===== src/rtl/flash_prot_pkg.sv =====
// Constants for the write enable latch and sector protection block.
// Assumes a 100 MHz core clock that oversamples the serial link.
package flash_prot_pkg;
	localparam logic [7:0] OP_WRITE_ENABLE = 8'h06;
	localparam logic [7:0] OP_WRITE_DISABLE = 8'h04;
	localparam logic [7:0] OP_SECTOR_PROTECT = 8'h36;
	localparam logic [7:0] OP_SECTOR_UNPROTECT = 8'h39;
	localparam int SECTOR_COUNT = 128;
	localparam int SECTOR_IDX_W = 7;
	localparam int ADDR_W = 24;
	localparam int SECTOR_LSB = 16;
	localparam logic [5:0] BITS_OPCODE = 6'h08;
	localparam logic [5:0] BITS_ADDRESS = 6'h20;
	localparam logic [SECTOR_COUNT-1:0] PROT_RESET = '1;
	localparam logic WRITE_LATCH_RESET = 1'b0;

	typedef enum logic [4:0] {
		ST_IDLE = 5'b00001,
		ST_OPCODE = 5'b00010,
		ST_ADDR = 5'b00100,
		ST_IGNORE = 5'b01000,
		ST_DONE = 5'b10000
	} cmd_state_t;
endpackage : flash_prot_pkg


===== src/rtl/link_sampler.sv =====
// Two-flop synchronisers and edge detection for the serial link pins.
// Assumes sclk, csN and mosi are asynchronous to core_clk.
`timescale 1ns/1ps
`default_nettype none
module link_sampler (
	input wire logic core_clk, // Core clock
	input wire logic rst, // Asynchronous reset, active high
	input wire logic sclk, // Serial clock pin
	input wire logic csN, // Chip select pin, active low
	input wire logic mosi, // Serial data in pin
	output logic sclkRise, // One-cycle pulse on serial clock rise
	output logic csFall, // One-cycle pulse at frame start
	output logic csRise, // One-cycle pulse at frame end
	output logic dataBit // Synchronised data bit
);
	logic [2:0] sclkPipe;
	logic [2:0] csPipe;
	logic [1:0] mosiPipe;

	// Only stage 1 onwards is read; stage 0 feeds stage 1 alone
	always_ff @(posedge core_clk or posedge rst) begin
		if (rst) begin
			sclkPipe <= 3'h0;
			csPipe <= 3'h7;
			mosiPipe <= 2'h0;
		end else begin
			sclkPipe <= {sclkPipe[1:0], sclk};
			csPipe <= {csPipe[1:0], csN};
			mosiPipe <= {mosiPipe[0], mosi};
		end
	end

	assign sclkRise = sclkPipe[1] & ~sclkPipe[2];
	assign csFall = ~csPipe[1] & csPipe[2];
	assign csRise = csPipe[1] & ~csPipe[2];
	// Data is delayed the same two stages as the sclk edge, so aligned at the edge
	assign dataBit = mosiPipe[1];
endmodule : link_sampler
`default_nettype wire


===== src/rtl/flash_write_latch_sector_protect.sv =====
// Write enable latch and per-sector software protection command logic.
// Assumes SPI mode 0/3 host; sclk at most a quarter of core_clk rate.
`timescale 1ns/1ps
`default_nettype none
// Overview of operation
// [RULE1] Opcode 06h then frame end sets latch
// [RULE2] Protect commands need latch already set
// [RULE3] Enable/disable take no address, ignore data
// [RULE4] Short or unaligned enable/disable frame aborts
// [RULE5] Opcode 04h then frame end clears latch
// [RULE6] One flag per sector, all set at reset
// [RULE7] Flag 0 accepts, 1 rejects program/erase
// [RULE8] Host sends 36h plus three address bytes
// [RULE9] Valid protect sets flag, clears latch
// [RULE10] Bad protect frame keeps flag, clears latch
// [RULE11] Locked: ignore protect, clear latch
// [RULE12] Host sends 39h plus three address bytes
// [RULE13] Valid unprotect clears flag and latch
// [RULE14] Bad unprotect frame keeps flag, clears latch
// [RULE15] Locked: ignore unprotect, clear latch
// [RULE16] Bytes after address are ignored
// [RULE17] Host issues write enable beforehand
// [RULE18] Suspended: protect opcodes fully ignored
// [RULE19] Sector chosen by upper address bits
module flash_write_latch_sector_protect
	import flash_prot_pkg::*;
(
	input wire logic core_clk, // Core clock, 100 MHz
	input wire logic rst, // Asynchronous reset, active high
	input wire logic sclk, // Serial clock from host
	input wire logic csN, // Chip select from host, active low
	input wire logic mosi, // Serial data from host
	input wire logic protRegsLock, // protection_regs_lock_bit level
	input wire logic suspended, // Program or erase suspended level
	input wire logic [SECTOR_IDX_W-1:0] querySector, // Sector to check
	output logic writeEnableLatch, // write_enable_latch state
	output logic queryWritable, // Sector accepts program/erase
	output logic [SECTOR_COUNT-1:0] sectorProtect // Protection flags
);
	logic sclkRise;
	logic csFall;
	logic csRise;
	logic dataBit;
	cmd_state_t state;
	logic [5:0] bitCount;
	logic [7:0] opcode;
	logic [ADDR_W-1:0] addr;
	logic weCapture; // Latch value seen when the command opcode completed
	logic opcodeDone;
	logic addrDone;
	logic aligned;
	logic fullOpcode;
	logic fullAddr;
	logic sectorCmd;
	logic frameEnd;
	logic commitEnable;
	logic commitDisable;
	logic commitSectorCmd;
	logic commitFlag;
	logic flagValue;
	logic [SECTOR_IDX_W-1:0] targetSector;
	wire logic [SECTOR_COUNT-1:0] sectorSelect;

	function automatic logic isSectorCmd(input logic [7:0] op);
		isSectorCmd = (op == OP_SECTOR_PROTECT) ||
			(op == OP_SECTOR_UNPROTECT);
	endfunction : isSectorCmd

	link_sampler u_sampler (
		.core_clk(core_clk),
		.rst(rst),
		.sclk(sclk),
		.csN(csN),
		.mosi(mosi),
		.sclkRise(sclkRise),
		.csFall(csFall),
		.csRise(csRise),
		.dataBit(dataBit)
	);

	// Opcode and address completion strobes, taken on the final bit's edge
	assign opcodeDone = sclkRise && (state == ST_OPCODE) &&
		(bitCount == BITS_OPCODE - 6'h01);
	assign addrDone = sclkRise && (state == ST_ADDR) &&
		(bitCount == BITS_ADDRESS - 6'h01);

	// Past the address the count wraps over 32 to 39, so a long frame is
	// still judged on its byte boundary without a wide counter
	always_ff @(posedge core_clk or posedge rst) begin
		if (rst) begin
			bitCount <= 6'h00;
		end else if (csFall) begin
			bitCount <= 6'h00;
		end else if (sclkRise && state != ST_IDLE) begin
			if (bitCount >= BITS_ADDRESS) begin
				bitCount <= BITS_ADDRESS | {3'h0, bitCount[2:0] + 3'h1};
			end else begin
				bitCount <= bitCount + 6'h01;
			end
		end
	end

	// Opcode shifter; later bits of the frame never disturb it
	always_ff @(posedge core_clk or posedge rst) begin
		if (rst) begin
			opcode <= 8'h00;
		end else if (sclkRise && state == ST_OPCODE) begin
			opcode <= {opcode[6:0], dataBit};
		end
	end

	// Address shifter; bytes after the third address byte are dropped
	always_ff @(posedge core_clk or posedge rst) begin
		if (rst) begin
			addr <= 24'h00_0000;
		end else if (sclkRise && state == ST_ADDR) begin
			addr <= {addr[ADDR_W-2:0], dataBit}; // RULE16
		end
	end

	// A frame end always returns to idle, whatever state it cut short
	always_ff @(posedge core_clk or posedge rst) begin
		if (rst) begin
			state <= ST_IDLE;
		end else if (csFall) begin
			state <= ST_OPCODE;
		end else if (csRise) begin
			state <= ST_IDLE; // RULE11 RULE15
		end else begin
			case (state)
				ST_IDLE: begin
					state <= ST_IDLE;
				end
				ST_OPCODE: begin
					if (opcodeDone) begin
						// The last opcode bit is still on dataBit here
						if (isSectorCmd({opcode[6:0], dataBit})) begin
							state <= ST_ADDR;
						end else begin
							state <= ST_IGNORE; // RULE3
						end
					end
				end
				ST_ADDR: begin
					if (addrDone) begin
						state <= ST_DONE;
					end
				end
				ST_IGNORE: begin
					state <= ST_IGNORE; // RULE3
				end
				ST_DONE: begin
					state <= ST_DONE; // RULE16
				end
				default: begin
					state <= ST_IDLE;
				end
			endcase
		end
	end

	// Latch is judged when the opcode completes, so nothing later in the
	// same frame can open the flags
	always_ff @(posedge core_clk or posedge rst) begin
		if (rst) begin
			weCapture <= 1'b0;
		end else if (csFall) begin
			weCapture <= 1'b0;
		end else if (opcodeDone) begin
			weCapture <= writeEnableLatch; // RULE2
		end
	end

	assign aligned = (bitCount[2:0] == 3'h0); // RULE4
	assign fullOpcode = (state != ST_OPCODE) && (state != ST_IDLE);
	assign fullAddr = (state == ST_DONE);
	assign sectorCmd = fullOpcode && isSectorCmd(opcode);
	assign targetSector = addr[SECTOR_LSB +: SECTOR_IDX_W]; // RULE19

	// Suspended frames commit nothing at all, latch included
	assign frameEnd = csRise && !suspended && fullOpcode; // RULE18
	assign commitEnable = frameEnd && aligned &&
		(opcode == OP_WRITE_ENABLE); // RULE1 RULE4
	assign commitDisable = frameEnd && aligned &&
		(opcode == OP_WRITE_DISABLE); // RULE4 RULE5
	assign commitSectorCmd = frameEnd && sectorCmd;
	// Lock check wins over address; aborted frames keep the flags
	assign commitFlag = commitSectorCmd && fullAddr && aligned &&
		weCapture && !protRegsLock; // RULE2 RULE10 RULE11 RULE14 RULE15
	assign flagValue = (opcode == OP_SECTOR_PROTECT); // RULE9 RULE13

	always_ff @(posedge core_clk or posedge rst) begin
		if (rst) begin
			writeEnableLatch <= WRITE_LATCH_RESET;
		end else if (commitEnable) begin
			writeEnableLatch <= 1'b1; // RULE1
		end else if (commitDisable) begin
			writeEnableLatch <= 1'b0; // RULE5
		end else if (commitSectorCmd) begin
			// Every protect or unprotect frame not suspended, good or bad, drops the latch
			writeEnableLatch <= 1'b0; // RULE9 RULE10 RULE13 RULE14
		end
	end

	// One select per sector; the index only reaches the flags through it
	generate
		for (genvar s = 0; s < SECTOR_COUNT; s++) begin : g_sector
			assign sectorSelect[s] = commitFlag &&
				(targetSector == SECTOR_IDX_W'(s)); // RULE19
		end
	endgenerate

	always_ff @(posedge core_clk or posedge rst) begin
		if (rst) begin
			sectorProtect <= PROT_RESET; // RULE6
		end else if (commitFlag) begin
			sectorProtect <= (sectorProtect & ~sectorSelect) |
				(sectorSelect & {SECTOR_COUNT{flagValue}}); // RULE9 RULE13
		end
	end

	assign queryWritable = ~sectorProtect[querySector]; // RULE7
endmodule : flash_write_latch_sector_protect
`default_nettype wire


===== config.mk =====
export PLATFORM = sky130hd
export DESIGN_NAME = flash_write_latch_sector_protect
export DESIGN_NICKNAME = d
export VERILOG_FILES = /design/src/rtl/flash_prot_pkg.sv /design/src/rtl/link_sampler.sv /design/src/rtl/flash_write_latch_sector_protect.sv
export SDC_FILE = /design/constraint.sdc
export NUM_CORES = 1
export LEC_CHECK = 0
export CORE_ASPECT_RATIO = 1.25
export CORE_MARGIN = 3
export CORE_UTILIZATION = 56
export DETAILED_ROUTE_END_ITERATION = 8
export DONT_BUFFER_PORTS = 1
export PLACE_DENSITY = 0.79
export SYNTH_ARGS = -nofsm -noshare
export SYNTH_HDL_FRONTEND = slang
export SYNTH_SLANG_ARGS = --single-unit
export TNS_END_PERCENT = 10

===== constraint.sdc =====
create_clock -name core_clk -period 9.7 [get_ports core_clk]
set_input_delay 1.455 -clock core_clk [delete_from_list [all_inputs] [get_ports core_clk]]
set_output_delay 1.455 -clock core_clk [all_outputs]
set_load 0.005 [all_outputs]

### After elaboration in Yosys (flattened, before gate mapping)

Index checks and enable logic that the tools add are counted.

| word-level totals | value |
|---|---|
| register bits after elaboration | 180 |
| word-level logic and storage cells | 339 |

| operators by class | value |
|---|---|
| bitwise gates (word level) | 11 |
| add/subtract/negate cells | 2 |
| equal/unequal tests | 143 |
| reduce and logical (&&, ||, !) cells | 155 |
| $lt $le $gt $ge | 2 |
| multiplexer cells | 16 |

Operators with widths:

| cell | count |
|---|---|
| $eq 7x7->1 const B | 64 |
| $and 128x128->128 | 2 |
| $eq 7x6->1 const B | 32 |
| $logic_and 1x1->1 | 145 |
| $not 128->128 | 1 |
| $or 128x128->128 | 1 |
| $eq 7x5->1 const B | 16 |
| $eq 7x4->1 const B | 8 |
| $eq 8x6->1 const B | 4 |
| $eq 7x3->1 const B | 4 |
| $mux 5 | 4 |
| $pmux 5 s4 | 1 |
| $mux 6 | 3 |
| $eq 8x3->1 const B | 2 |
| $eq 7x2->1 const B | 2 |
| $lt 7x8->1 const B | 1 |
| $ne 4x4->1 const B | 2 |
| $bmux 1 s7 | 1 |
| $eq 7x1->1 const B | 1 |
| $logic_not 7->1 | 1 |
| $add 6x1->6 const B | 1 |
| $eq 6x3->1 const B | 1 |
| $eq 6x5->1 const B | 1 |
| $ge 6x6->1 const B | 1 |
| other kinds (17) | 30 |

### Logic depth before layout (Yosys ltp)

| depth | value |
|---|---|
| word-level depth | 13 |
| mapped depth | 9 |
| gate-level depth less buffers | 7 |

### Hierarchy

From an unflattened synthesis, not the netlist that was laid out.

| unflattened totals | value |
|---|---|
| cell total of the unflattened synthesis | 820 |
| area, all modules | 9007.4 µm² |

By module, submodules not included:

| module | instances | cells an instance | area an instance (µm²) | sequential area each (µm²) |
|---|---|---|---|---|
| flash_write_latch_sector_protect | 1 | 808 | 8778.4 | 4465.5 |
| link_sampler | 1 | 12 | 229.0 | 203.9 |

### Least setup slack after synthesis

No wires, ideal clock.

| path | value |
|---|---|
| kind | input -> output |
| from | input querySector[2] |
| to | output queryWritable |
| arrival time | 3.411 ns |
| stages on the path | 8 |
| buffers on the path | 4 |
| setup slack | 4.834 ns |
| data required time | 8.245 ns |
| cells stage by stage | buf_2 buf_2 buf_2 buf_2 mux4_2 o22ai_1 a221oi_1 a2111oi_0 |

| between the ends | value |
|---|---|
| word-level cells in the longest chain between the ends | 3 |

RTL lines:

| what | RTL line | RTL |
|---|---|---|
| start, declared | flash_write_latch_sector_protect.sv:35 | `input wire logic [SECTOR_IDX_W-1:0] querySector,` |
| $bmux 1 s7 | flash_write_latch_sector_protect.sv:222 | `assign queryWritable = ~sectorProtect[querySector];` |
| $mux 1 (not written as such) | flash_write_latch_sector_protect.sv:222 |  |
| $not 1->1 | flash_write_latch_sector_protect.sv:222 |  |
| end, declared | flash_write_latch_sector_protect.sv:37 | `output logic queryWritable,` |

No other way between the ends. The select of a mux whose other input is x is not followed.

### Worst setup path in the final report

Ends and elaborated chain as after synthesis.

==> out/qor.txt <==
====================================================================================
Vias ..................................................................         6166
Final slew viol count .................................................            0
Power density over the cells .......................................... 154.8 mW/mm2
Initial Util ..........................................................       57.78%
Portion of total power attributed to combinational logic ..............         3.5%
Post-Syn Nets .........................................................          741
Hold path endpoint .................................................... u_sampler.mosiPipe[1]$_DFF_PP0_
Internal power ........................................................      1169 uW
Core box area .........................................................  0.01570 mm2
Max Clock Skew ........................................................   0.01094 ns
Cell count after synthesis ............................................          723
Buffer cell driving the clock tree root ...............................    clkbuf_16
GP Congestion .........................................................       0.9601
Proportion of layout cells with a drive suffix above 1 ................       37.11%
Maximum VDD drop ......................................................    0.1219 mV
Hold Crit Depth .......................................................            0
Number of nets at the end of the flow .................................          704
Critical Path Sink Type ...............................................  output port
Cell type of the slowest stage on the worst timing path ...............    a2111oi_0
CP bufs+invs ..........................................................            0
Leakage power .........................................................  0.003813 uW
CP Data Arrival Time ..................................................      3.38 ns
Count of non-filler cells in the finished layout ......................          910
Origin of the worst min-delay path .................................... u_sampler.mosiPipe[0]$_DFF_PP0_
Total instance count after detailed placement .........................          879
Max Cap Violations ....................................................            0
Startpoint type of the worst setup path ...............................   input port
Wire length of the first global-routing pass ..........................     37180 um
Data required time of the worst path ..................................      8.25 ns
Antenna diode count ...................................................            0
Count of unresolved DRC violations after routing ......................            0
Setup repair after global routing missed its margin ...................           no
Maximum number of pins on one net before global-route repair ..........          129
Type of the most critical hold path ...................................      reg2reg
Initial antenna violation count .......................................            0
Largest fanout of any net on the critical path ........................           32
Worst Reg2Reg Path Length in Cells ....................................            7
Delay of the slowest cell on the worst path ...........................      0.87 ns
DP Wirelength .........................................................     15990 um
Total net switching power .............................................     332.6 uW
Critical Path Start ................................................... querySector[2]
Period utilization ....................................................       49.82%
Sequential element share of the synthesized area ......................       51.48%
Proportion of synthesized flip-flops having asynchronous set or reset .       100.0%
Final hold violation count ............................................            0
Height of the die .....................................................     148.3 um
Critical path, cell by cell ........................................... mux4_2 -> mux2_2 -> o221ai_1 -> a221oi_1 -> a2111oi_0
H-tree Lvls ...........................................................            4
Fraction of power spent switching nets ................................       22.15%
Initial DRT Pass Iterations ...........................................            6
Post-synth design cell area ........................................... 0.009070 mm2
Core Rows .............................................................           51
Num CTS Buffers .......................................................           17
Crit Path Class .......................................................       in2out
Number of input and output port buffers inserted ......................            0
Count of cells resized by post-cts repair .............................            0
Overall die width .....................................................     119.8 um
Headroom to the max-slew limit ........................................       23.97%
Clk slew on worst S/H paths ...........................................      0.06 ns
Maximum clock frequency ...............................................    206.9 MHz
DR WL/cell ............................................................     26.27 um
Count of flip-flops with a built-in enable after synthesis ............            0
Routed Antenna Nets ...................................................            0
Maximum count of clock buffers along a single path ....................            2
Clk network pwr share .................................................        45.1%
Count of warnings emitted by yosys ....................................            0
Reg-to-reg setup timing slack .........................................      6.71 ns
Post-CTS Setup Inserts ................................................            0
GR Util All Layers ....................................................       27.43%
Via count of the first global-routing pass ............................         6346
Routed Wire Length ....................................................     23900 um
RR Startpoint ......................................................... state[1]$_DFFE_PP0P_
Grt ovf ...............................................................            0
Result of the run .....................................................    completed
Number of flip-flops and latches in the synthesized netlist ...........          180
Synth Area per Inst ...................................................    12.54 um2
Area growth from synthesis to layout ..................................       6.966%
Area of the die .......................................................  0.01777 mm2
Number of placed I/O pins .............................................          144
Vias per cell .........................................................        6.776
Sequential group share of total power .................................        51.4%
Ys flop type ..........................................................      dfstp_2
Clock tree from TritonCTS .............................................         done
Unique cell type count in the Yosys netlist ...........................           47
Setup Total Neg Slack .................................................         0 ns
Slew of the pin with the lowest slew margin ...........................     1.140 ns
Clock latency at the later pin of the worst-skew pair .................      0.43 ns
Total number of clock tree sinks ......................................          180
Top Family by Delay on Critical Path .................................. compound AO/OA/AOI/OAI gates
Iter 0 DRT Violations .................................................          495
Hold buffer count at CTS ..............................................            0
Final critical-path required period ...................................     4.832 ns
Total of endpoints with negative setup slack in the final report ......            0
====================================================================================
## synthesized netlist by cell type (3+ instances only)
| cell | n | share of area (%) |
|---|---|---|
| dfrtp_1 | 48 | 13 |
| o21ai_0 | 9 | 0.50 |
| nor4bb_1 | 6 | 0.66 |
| inv_1 | 9 | 0.37 |
| dfstp_2 | 132 | 38 |
| xnor2_1 | 3 | 0.29 |
| nor2b_1 | 8 | 0.55 |
| clkbuf_1 | 31 | 1.3 |
| a31oi_1 | 4 | 0.28 |
| nand2b_1 | 4 | 0.28 |
| mux2_2 | 55 | 6.8 |
| a221oi_1 | 3 | 0.29 |
| nor3_1 | 130 | 7.2 |
| nand3_1 | 16 | 0.88 |
| buf_2 | 20 | 1.1 |
| o221ai_1 | 6 | 0.58 |
| buf_1 | 10 | 0.41 |
| o22ai_1 | 6 | 0.41 |
| nor2_1 | 22 | 0.91 |
| mux2_1 | 106 | 13 |
| nand2_1 | 21 | 0.87 |
| ha_1 | 4 | 0.55 |
| nand3b_1 | 3 | 0.25 |
| mux4_2 | 32 | 7.9 |
| a21oi_1 | 5 | 0.28 |
## worst reg2reg max path: stages (launching register included)
cell     delay [ns]
dfrtp_1        0.47
or4b_4         0.58
nor3_1         0.20
nand4_1        0.13
buf_4          0.32
buf_4          0.43
nor3_1         0.41
mux2_1         0.38
## cells in the final DEF (no fill, tap or decap), types with 2 or more instances in the layout
cell and n:
a2111oi_0 2, a21boi_0 2, a21oi_1 5, a221oi_1 3, a31oi_1 4, and3_1 2, buf_4 5, clkbuf_1 3
clkbuf_16 19, clkinv_4 2, dfrtp_1 48, dfstp_2 132, ha_1 4, inv_1 8, inv_4 2, inv_6 3
mux2_1 106, mux2_2 55, mux2i_1 2, mux4_2 32, nand2_1 21, nand2b_1 4, nand3_1 16, nand3b_1 3
nand4_1 2, nor2_1 22, nor2b_1 8, nor3_1 130, nor3b_1 2, nor4b_1 2, nor4bb_1 6, o21ai_0 9
o221ai_1 6, o22ai_1 6, or2_2 2, xnor2_1 3
## how the worst max path moves through the flow
stage	end	slack [ns]	cells past startpoint
floorplan	addr[0]$_DFFE_PP0P_	3.58	1
global placement	queryWritable	5.00	5
detailed placement	queryWritable	4.94	5
CTS	queryWritable	4.91	5
global route	queryWritable	4.83	5
finish	queryWritable	4.87	5
## per-layer routing
layer / up-vias / track usage, % / share of wire (%)
li1: 2619 / - / -
met1: 3127 / 30.79 / 33
met2: 338 / 44.68 / 50
met3: 82 / 12.63 / 12
met4: 0 / 12.84 / 4.2
met5: - / 0 / 0
## kinds of logic (layout without fill, tap and decap cells)
family / Yosys count / in the layout / synth area share, %
compound gates: 44 / 44 / 3.338
flops: 180 / 180 / 51.48
fa+ha+maj: 4 / 4 / 0.5518
simple gates: 227 / 227 / 13.01
mux: 195 / 195 / 28.16
buf+inv: 70 / 45 / 3.173
xor+xnor: 3 / 3 / 0.2897
## layout make-up
cell class	count	area [um2]
inverter	9	38.79
timing repair buffer	5	37.54
multi-input combinational	473	4114
tap	212	265.3
sequential	180	4669
clock buffer	22	486.7
clock inverter	9	90.09
fill	1162	5996
## through the flow
stage	setup WS, ns	power [uW]	area, um2	utilization (%)	hold WS, ns
2_1_floorplan	3.576	828.8	9070	-	0.3312
3_3_place_gp	4.998	833.0	9125	58.13	0.3354
3_5_place_dp	4.935	836.0	9125	58.13	0.3413
4_1_cts	4.913	1509	9702	61.80	0.3558
5_1_grt	4.826	1553	9702	61.80	0.3615
6_report	4.868	1502	9702	61.80	0.3528
## power by group through the flow
stage | sequential [uW] | combinational [uW] | clock, uW
detailed placement | 783 | 52.5 | 0
floorplan | 779 | 49.4 | 0
global placement | 783 | 50.5 | 0
finish | 772 | 52.2 | 677
CTS | 772 | 53.2 | 684
global route | 773 | 58.9 | 721
No activity file was read; power rests on OpenSTA's default activity.
